File: config.mk
export PLATFORM = sky130hd
export DESIGN_NAME = adcpp_port
export DESIGN_NICKNAME = d
export VERILOG_FILES = /design/src/adcpp_pkg.sv /design/src/adcpp_pin_map.sv /design/src/adcpp_port.sv
export VERILOG_INCLUDE_DIRS = /design/src
export SDC_FILE = /design/constraint.sdc
export NUM_CORES = 1
export LEC_CHECK = 0
export BUFFER_PORTS_ARGS = -buffer_cell sky130_fd_sc_hd__buf_2
export CAP_MARGIN = 20
export CORE_UTILIZATION = 35
export CTS_BUF_LIST = sky130_fd_sc_hd__clkbuf_8
export DETAILED_ROUTE_END_ITERATION = 8
export GPL_TIMING_DRIVEN = 0
export PLACE_DENSITY = 0.62
export SYNTH_ARGS = -nofsm -noshare
export SYNTH_HDL_FRONTEND = slang
export SYNTH_HIERARCHICAL = 1
export SYNTH_SLANG_ARGS = --single-unit
File: constraint.sdc
create_clock -name sys_clk -period 2.7 [get_ports sys_clk]
set_input_delay 0.81 -clock sys_clk [delete_from_list [all_inputs] [get_ports sys_clk]]
set_output_delay 0.81 -clock sys_clk [all_outputs]
set_load 0.01 [all_outputs]
File: src/adcpp_cfg.svh
`ifndef ADCPP_CFG_SVH
`define ADCPP_CFG_SVH
`define ADCPP_RES_W 12
`define ADCPP_CH_W 3
`define ADCPP_LOW_W 8
`define ADCPP_HI_LSB 8
`define ADCPP_HI_W 4
`define ADCPP_ID_LSB 4
`define ADCPP_PAD10_W 2
`define ADCPP_WORD_RST 12'h000
`endif

File: src/adcpp_pkg.sv
`include "adcpp_cfg.svh"
package adcpp_pkg;
  typedef struct packed {
    logic [`ADCPP_RES_W-1:0] data;
    logic [`ADCPP_CH_W-1:0] chan;
  } adcpp_result_t;
  typedef struct packed {
    logic [`ADCPP_RES_W-1:0] in;
    logic [`ADCPP_RES_W-1:0] out;
    logic [`ADCPP_RES_W-1:0] oe;
  } adcpp_pins_t;
  typedef enum logic [1:0] {ADCPP_IDLE, ADCPP_READ, ADCPP_WRITE} adcpp_state_t;
endpackage : adcpp_pkg

File: src/adcpp_pin_map.sv
`include "adcpp_cfg.svh"
module adcpp_pin_map
  import adcpp_pkg::*;
(
  input wire logic word_mode,
  input wire logic high_byte_select,
  input wire logic ten_bit,
  input wire adcpp_result_t result,
  output logic [`ADCPP_RES_W-1:0] read_pins
);
  logic [`ADCPP_RES_W-1:0] word;
  always_comb begin
    word = result.data;
    if (ten_bit) begin
      word[`ADCPP_PAD10_W-1:0] = '0;
    end
    read_pins = '0;
    if (word_mode) begin
      read_pins = word;
    end else if (!high_byte_select) begin
      read_pins[`ADCPP_LOW_W-1:0] = word[`ADCPP_LOW_W-1:0];
    end else begin
      read_pins[`ADCPP_HI_W-1:0] = word[`ADCPP_RES_W-1:`ADCPP_HI_LSB];
      read_pins[`ADCPP_ID_LSB +: `ADCPP_CH_W] = result.chan;
    end
  end
endmodule : adcpp_pin_map

File: src/adcpp_port.sv
`include "adcpp_cfg.svh"
////////////////////////////////////////////////////////////
// Summary of operation
// - Pins 0 to 7 are three-state: results out, register writes in.
// - Pins driven or sampled only with chip select and a strobe low.
// - Ten-bit variant, word or low byte read: zero on pins 0,1; result LSB on pin 2.
// - Word mode: shared pin is data bit 8, strobed like others.
// - Byte mode: shared pin is the high byte select input.
// - Byte mode, high select low: low byte on pins 0 to 7.
// - Byte mode, high select high: upper four bits on pins 0 to 3.
// - High byte read carries channel address on bits 4 to 6.
// - Ten-bit byte mode: low byte has two zero LSBs, six data bits.
// - Result driven after read strobe falls with chip select low.
// - Pins 9 to 11 carry data only in word mode.
module adcpp_port
  import adcpp_pkg::*;
(
  input wire logic sys_clk,
  input wire logic reset,
  input wire logic ten_bit,
  input wire adcpp_result_t result,
  input wire logic chip_sel_n,
  input wire logic read_strobe_n,
  input wire logic write_strobe_n,
  input wire logic word_byte_select,
  input wire logic [`ADCPP_RES_W-1:0] pins_in,
  output logic [`ADCPP_RES_W-1:0] pins_out,
  output logic [`ADCPP_RES_W-1:0] pins_oe,
  output logic [`ADCPP_RES_W-1:0] reg_wdata,
  output logic reg_wstrobe,
  output logic [`ADCPP_RES_W-1:0] word_assembled,
  output logic high_byte_flag
);
  ////////////////////////////////////////////////////////////
  adcpp_state_t state_ff;
  adcpp_state_t nxt_state;
  logic [`ADCPP_RES_W-1:0] rd_pins;
  logic [`ADCPP_RES_W-1:0] out_ff;
  logic [`ADCPP_RES_W-1:0] wd_ff;
  logic [`ADCPP_RES_W-1:0] asm_ff;
  logic wstb_ff;
  logic hbs;
  logic rd_act;
  logic wr_act;
  logic [`ADCPP_RES_W-1:0] act_mask;
  logic take_rd;
  logic take_wr;
  logic in_read;
  logic in_write;
  logic commit_wr;
  logic wide_ff;

  ////////////////////////////////////////////////////////////
  // Lanes carried by the data pins in each width mode
  function automatic logic [`ADCPP_RES_W-1:0] lane_mask(input logic wide);
    logic [`ADCPP_RES_W-1:0] m;
    m = '0;
    if (wide) begin
      m = '1;
    end else begin
      m[`ADCPP_LOW_W-1:0] = '1;
    end
    return m;
  endfunction : lane_mask

  // Low byte from the bus over the word held so far
  function automatic logic [`ADCPP_RES_W-1:0] join_low(
    input logic [`ADCPP_RES_W-1:0] bus,
    input logic [`ADCPP_RES_W-1:0] held
  );
    return {held[`ADCPP_RES_W-1:`ADCPP_HI_LSB], bus[`ADCPP_LOW_W-1:0]};
  endfunction : join_low

  // High nibble from the bus over the low byte held so far
  function automatic logic [`ADCPP_RES_W-1:0] join_high(
    input logic [`ADCPP_RES_W-1:0] bus,
    input logic [`ADCPP_RES_W-1:0] held
  );
    return {bus[`ADCPP_HI_W-1:0], held[`ADCPP_LOW_W-1:0]};
  endfunction : join_high

  assign hbs = !word_byte_select && pins_in[`ADCPP_HI_LSB];
  assign rd_act = !chip_sel_n && !read_strobe_n;
  assign wr_act = !chip_sel_n && !write_strobe_n;

  // Access phases
  assign take_rd = state_ff == ADCPP_IDLE && rd_act;
  assign take_wr = state_ff == ADCPP_IDLE && wr_act && !rd_act;
  assign in_read = state_ff == ADCPP_READ && rd_act;
  assign in_write = state_ff == ADCPP_WRITE && wr_act;
  assign commit_wr = state_ff == ADCPP_WRITE && !wr_act;

  adcpp_pin_map u_map (
    .word_mode(word_byte_select),
    .high_byte_select(hbs),
    .ten_bit(ten_bit),
    .result(result),
    .read_pins(rd_pins)
  );

  ////////////////////////////////////////////////////////////
  // Pins in use for the current width mode
  assign act_mask = lane_mask(word_byte_select);

  ////////////////////////////////////////////////////////////
  // Access sequencer: one transfer at a time, read wins
  always_comb begin
    nxt_state = ADCPP_IDLE;
    case (state_ff)
      ADCPP_IDLE: begin
        if (rd_act) begin
          nxt_state = ADCPP_READ;
        end else if (wr_act) begin
          nxt_state = ADCPP_WRITE;
        end
      end
      ADCPP_READ: begin
        if (rd_act) begin
          nxt_state = ADCPP_READ;
        end
      end
      ADCPP_WRITE: begin
        if (wr_act) begin
          nxt_state = ADCPP_WRITE;
        end
      end
      default: begin
        nxt_state = ADCPP_IDLE;
      end
    endcase
  end

  always_ff @(posedge sys_clk) begin
    if (reset) begin
      state_ff <= ADCPP_IDLE;
    end else begin
      state_ff <= nxt_state;
    end
  end

  ////////////////////////////////////////////////////////////
  // Read data captured at strobe start, held for the access
  always_ff @(posedge sys_clk) begin
    if (reset) begin
      out_ff <= `ADCPP_WORD_RST;
    end else if (take_rd) begin
      out_ff <= rd_pins;
    end
  end

  assign pins_out = out_ff;
  assign pins_oe = in_read ? act_mask : '0;

  ////////////////////////////////////////////////////////////
  // Write data sampled while the strobe is low, committed at its rise
  always_ff @(posedge sys_clk) begin
    if (reset) begin
      wd_ff <= `ADCPP_WORD_RST;
    end else if (take_wr || in_write) begin
      wd_ff <= pins_in & act_mask;
    end
  end

  // Width mode held from the start of the write
  always_ff @(posedge sys_clk) begin
    if (reset) begin
      wide_ff <= 1'b0;
    end else if (take_wr) begin
      wide_ff <= word_byte_select;
    end
  end

  // High byte select held from the start of the write
  always_ff @(posedge sys_clk) begin
    if (reset) begin
      high_byte_flag <= 1'b0;
    end else if (take_wr) begin
      high_byte_flag <= hbs;
    end
  end

  ////////////////////////////////////////////////////////////
  // One-cycle write pulse once the strobe has ended
  always_ff @(posedge sys_clk) begin
    if (reset) begin
      wstb_ff <= 1'b0;
    end else begin
      wstb_ff <= commit_wr;
    end
  end

  // Word built up from the byte lanes
  always_ff @(posedge sys_clk) begin
    if (reset) begin
      asm_ff <= `ADCPP_WORD_RST;
    end else if (commit_wr) begin
      if (wide_ff) begin
        asm_ff <= wd_ff;
      end else if (!high_byte_flag) begin
        asm_ff <= join_low(wd_ff, asm_ff);
      end else begin
        asm_ff <= join_high(wd_ff, asm_ff);
      end
    end
  end

  // Bus value handed on with each write; a high byte write adds the held low byte
  always_ff @(posedge sys_clk) begin
    if (reset) begin
      reg_wdata <= `ADCPP_WORD_RST;
    end else if (commit_wr) begin
      if (wide_ff || !high_byte_flag) begin
        reg_wdata <= wd_ff;
      end else begin
        reg_wdata <= join_high(wd_ff, asm_ff);
      end
    end
  end

  assign reg_wstrobe = wstb_ff;
  assign word_assembled = asm_ff;
endmodule : adcpp_port

## Word-level counts from Yosys, hierarchy flattened

Index checks and enable logic that the tools add are counted.
W data, S select, Z words.

- Eq/ne operators: 3
- Multiplexer cells: 14
- Bitwise logic cells: 1
- Reduce and logical (&&, ||, !) cells: 22

Operators by type and width:

| kind | number |
|---|---|
| $mux W12 | 4 |
| $and A12 B12 Y12 | 1 |
| $logic_and A1 B1 Y1 | 9 |
| $mux W4 | 2 |
| $mux W8 | 1 |
| $logic_not A1 Y1 | 7 |
| $mux W7 | 1 |
| $mux W2 | 3 |
| $pmux W2 S3 | 1 |
| $reduce_and A2 Y1 | 2 |
| $eq A2 B1 Y1 const B | 1 |
| $eq A2 B2 Y1 const B | 1 |
| $logic_not A2 Y1 | 1 |
| $logic_or A1 B1 Y1 | 2 |
| $mux W1 | 2 |
| $ne A2 B1 Y1 const B | 1 |
| $reduce_bool A2 Y1 | 1 |

- Register bits: 53
- Input bits: 34
- Output and inout bits: 50
- Logic and storage cells: 49

## Longest topological paths before layout

- Depth in word-level cells: 5
- Depth in mapped cells: 6

## By module

Netlist, hierarchy kept.

By module, submodules not included:

| module | times used | cells each | area each (um^2) | seq. area each (um^2) |
|---|---|---|---|---|
| adcpp_port | 1 | 264 | 2307.2 | 1061.0 |
| adcpp_pin_map | 1 | 16 | 176.4 | 0.0 |

## Least setup slack after synthesis

OpenSTA, ideal clock, no wires.

- Path type: in2out
- Start point: in read_strobe_n
- End point: out pins_oe[10]
- Arrival: 1.638 ns
- Required time: 1.890 ns
- Slack: 0.252 ns
- Stages on the path: 5
- Path buffers: 2
- Path through: or2_1 buf_2 nor2_1 and3_1 buf_4

- Longest elaborated chain between the ends: 4

Ends and longest elaborated chain:

| what | line | text |
|---|---|---|
| start: declaration | adcpp_port.sv:23 | `input wire logic read_strobe_n,` |
| $logic_not A1 Y1 | adcpp_port.sv:83 | `assign rd_act = !chip_sel_n && !read_strobe_n;` |
| $logic_and A1 B1 Y1 | adcpp_port.sv:83 |  |
| $logic_and A1 B1 Y1 | adcpp_port.sv:89 | `assign in_read = state_ff == ADCPP_READ && rd_act;` |
| $mux W12 | adcpp_port.sv:152 | `assign pins_oe = in_read ? act_mask : '0;` |
| end: declaration | adcpp_port.sv:28 | `` output logic [`ADCPP_RES_W-1:0] pins_oe, `` |

No other way between the ends.

## Worst setup path after layout

- Start point: in read_strobe_n
- End point: out pins_oe[11]

Same word-level chain as after synthesis.

==> reports/qor.csv <==
stage;metric;value;unit
run_status;status;completed;
floorplan;Core Area;6830;um^2
synth;Synth Flop Type;dfxtp_1;
clocking;H-tree depth;2;
clocking;number of CTS-inserted buffers;5;
hold_path;Hold Crit Class;reg2reg;
routing;vias per std cell;4.64;
setup_path;max incr delay on CP;0.21;ns
floorplan;I/O pins;84;
place;DPL Wire Length;4.47;mm
sta;FMAX;0.378;GHz
global_routing;gr ovfl total;0;
setup_path;CP endpoint kind;output pin;
synth;sequential area share after synthesis;42.7;%
synth;share of flip-flops with an asynchronous set or reset;0;%
cells_and_area;Multi-input gate area;1210;um^2
sta;Slew HR;62.0;%
routing;Post-DRT Antenna Nets;0;
floorplan;# rows;30;
place;Final Wtd Congestion;0.807;
routing;DRT Wirelength;6.00;mm
sta;Tightest Pin Transition;0.570;ns
setup_path;most used cell, CP;buf_2;
sta;min cycle time layout;2.65;ns
synth;Post-synth EDFFs;0;
sta;worst hold margin;0.456;ns
setup_path;crit start category;input pin;
pwr;leakage power;1.43;nW
synth;synthesized netlist net count;314;
cells_and_area;diodes inserted;0;
synth;top cell type's share of synthesized area;42.7;%
clocking;Clock Pin Slew Worst Setup and Hold Paths;0.09;ns
pwr;P_int;0.00107;W
synth;post-synthesis cell area;2480;um^2
pwr;sequential power share;55.9;%
pwr;P_sw;0.000389;W
routing;Routed wire per std cell;12.9;um
setup_path;CP Class;in2out;
clocking;CTS tree;yes;
cells_and_area;fill count;737;
synth;ranking of synthesized cells by area;dfxtp_1 43%, a21oi_1 8.9%, mux2i_1 7.3%, nand2_1 6.6%, buf_4 4.5%;
global_routing;largest net degree at the start of global routing;18;
sta;final setup violating endpoints;0;
global_routing;antenna violations before repair;0;
setup_path;crit-path max FO;5;
pwr;Clock power frac;31.4;%
setup_path;WP data arrival;1.84;ns
place;dpl ws;-0.0674;ns
routing;Iter 0 DRT Violations;83;
floorplan;Initial Util;36.4;%
global_routing;vias in the first global route;1938;
synth;Mapped Avg Cell Area;8.87;um^2
global_routing;wire length of the first global-routing pass;9.47;mm
synth;flops & latches, synth;53;
sta;PnR worst setup slack;0.0548;ns
routing;Residual DRC;0;
clocking;clock sink total;53;
pwr;Net Sw Frac;26.6;%
place;PortBufs;82;
clocking;CTS max path bufs;2;
pwr;VDD IR max;0.172;mV
synth;Synth cell types;35;
clocking;post-CTS setup buffers;0;
pwr;power density cells;468;nW/um^2
setup_path;Critical Path RT;1.89;ns
routing;via count;2161;
cells_and_area;ratio of cells with drive above 1 in the final layout;37.6;%
synth;Mapped Cells;280;
sta;Setup Skew;0.00295;ns
synth;total number of yosys warnings;6;
sta;Max Slew Vio Count;0;
routing;drt pass-1 iters;4;
cells_and_area;Final Net Count;403;
synth;leading area contributor after synthesis;dfxtp_1;
cells_and_area;Storage cell area;1060;um^2
run;Max-cap violations;0;
sta;Fin. Hold Viols;0;
setup_path;worst-path cell chain;buf_2, or2_1, buf_2, nor2_4, and3_4, buf_4, buf_2;
sta;post-route clock period utilization;98.0;%
clocking;clk root buf;clkbuf_8;
setup_path;Slowest-stage cell, CP;or2_1;
cells_and_area;synthesis-to-finish area growth;25.6;%
clocking;Worst-Skew Late Latency;0.31;ns
pwr;Gate power share;12.7;%
floorplan;Die Ht;86.2;um
global_routing;Overall Global Routing Usage;16.3;%
floorplan;die extent in x;86.2;um
floorplan;die area;7440;um^2
==> state kept, by name, indices dropped and copies added (netlist names) <==
| register | count |
|---|---|
| high_byte_flag | 1 |
| pins_out | 12 |
| reg_wdata | 12 |
| reg_wstrobe | 1 |
| state_ff | 2 |
| wd_ff | 12 |
| wide_ff | 1 |
| word_assembled | 12 |
==> synthesized netlist by cell type (7+ instances only) <==
cell      instances
buf_2             8
clkbuf_1          8
mux2i_1          18
buf_4            15
o21ai_0           8
dfxtp_1          53
nand3_1           8
mux2_4            7
a211oi_1         12
a21oi_1          44
nand2_1          44
==> cell usage in the layout, fill, tap and decap left out, drive strengths merged, types with 5 or more instances in the layout <==
cell type  count
dfxtp         53
a21oi         44
buf          108
a211oi        12
o21ai         12
nand2         44
mux2           7
nor2b          5
clkbuf        14
nand3          9
and2           5
mux2i         18
==> cell families (layout without fill, tap and decap cells) <==
kind of cell / Yosys count / in the layout / share of synthesized area (%)
mux: 25 / 25 / 11.5
flops: 53 / 53 / 42.7
compound gates: 76 / 76 / 17.3
simple gates: 90 / 90 / 19.4
buf+inv: 36 / 126 / 9.07
==> power by group through the flow <==
stage	combinational, W	clock [W]	sequential, W
finish	0.000185	0.000459	0.000816
CTS	0.000185	0.000474	0.000816
global placement	0.000183	0	0.000833
global route	0.000205	0.000507	0.000819
detailed placement	0.000184	0	0.000834
floorplan	0.000110	0	0.000837
==> repair_timing <==
item	4_1_cts	5_1_grt
gates resized for setup	1	5
gates cloned	0	0
endpoints found under the setup margin	8	11
hold buffers	0	0
==> area by class of cell <==
type	instances	share of cell area, %
tap	96	3.85
inverter	1	0.120
clock buffer	5	2.21
clock inverter	3	0.682
buffer	35	7.10
timing repair buffer	82	13.2
sequential	53	34.0
multi-input combinational	191	38.9
==> worst paths after layout <==
path / from / to / slack (ns) / depth (start not counted)
hold / removal: pins_out[8]$_SDFFE_PP0P_ / pins_out[8]$_SDFFE_PP0P_ / 0.46 / 2
hold reg to reg: pins_out[8]$_SDFFE_PP0P_ / pins_out[8]$_SDFFE_PP0P_ / 0.46 / 2
setup reg to reg: state_ff[0]$_SDFF_PP0_ / reg_wdata[6]$_SDFFE_PP0P_ / 1.24 / 4
setup / recovery: read_strobe_n / pins_oe[11] / 0.05 / 7
==> through the flow <==
step / total power (W) / TNS, ns / utilization (%) / instance area, um^2 / cells
after global routing: 0.00153 / -0.0135 / 45.7 / 3120 / 466
after floorplan: 0.000947 / 0 / - / 2480 / 280
final: 0.00146 / 0 / 45.7 / 3120 / 466
after global placement: 0.00102 / -0.338 / 44.1 / 3010 / 458
after detailed placement: 0.00102 / -0.509 / 44.1 / 3010 / 458
after CTS: 0.00147 / 0 / 45.5 / 3110 / 466
==> worst max-delay path: cells and delay by family <==
kind,cells,cell delay [ns]
simple gates,3,0.52
buf+inv,4,0.50
==> metal layers <==
layer | GRT usage [%] | share of wire, % | vias to the layer above
met1 | 22.5 | 49 | 958
met3 | 3.24 | 4.3 | 4
met2 | 25.3 | 46 | 50
li1 | - | - | 1149
met4 | 5.45 | 0.98 | 0
met5 | 0 | 0 | -
(Power assumes the default switching activity.)
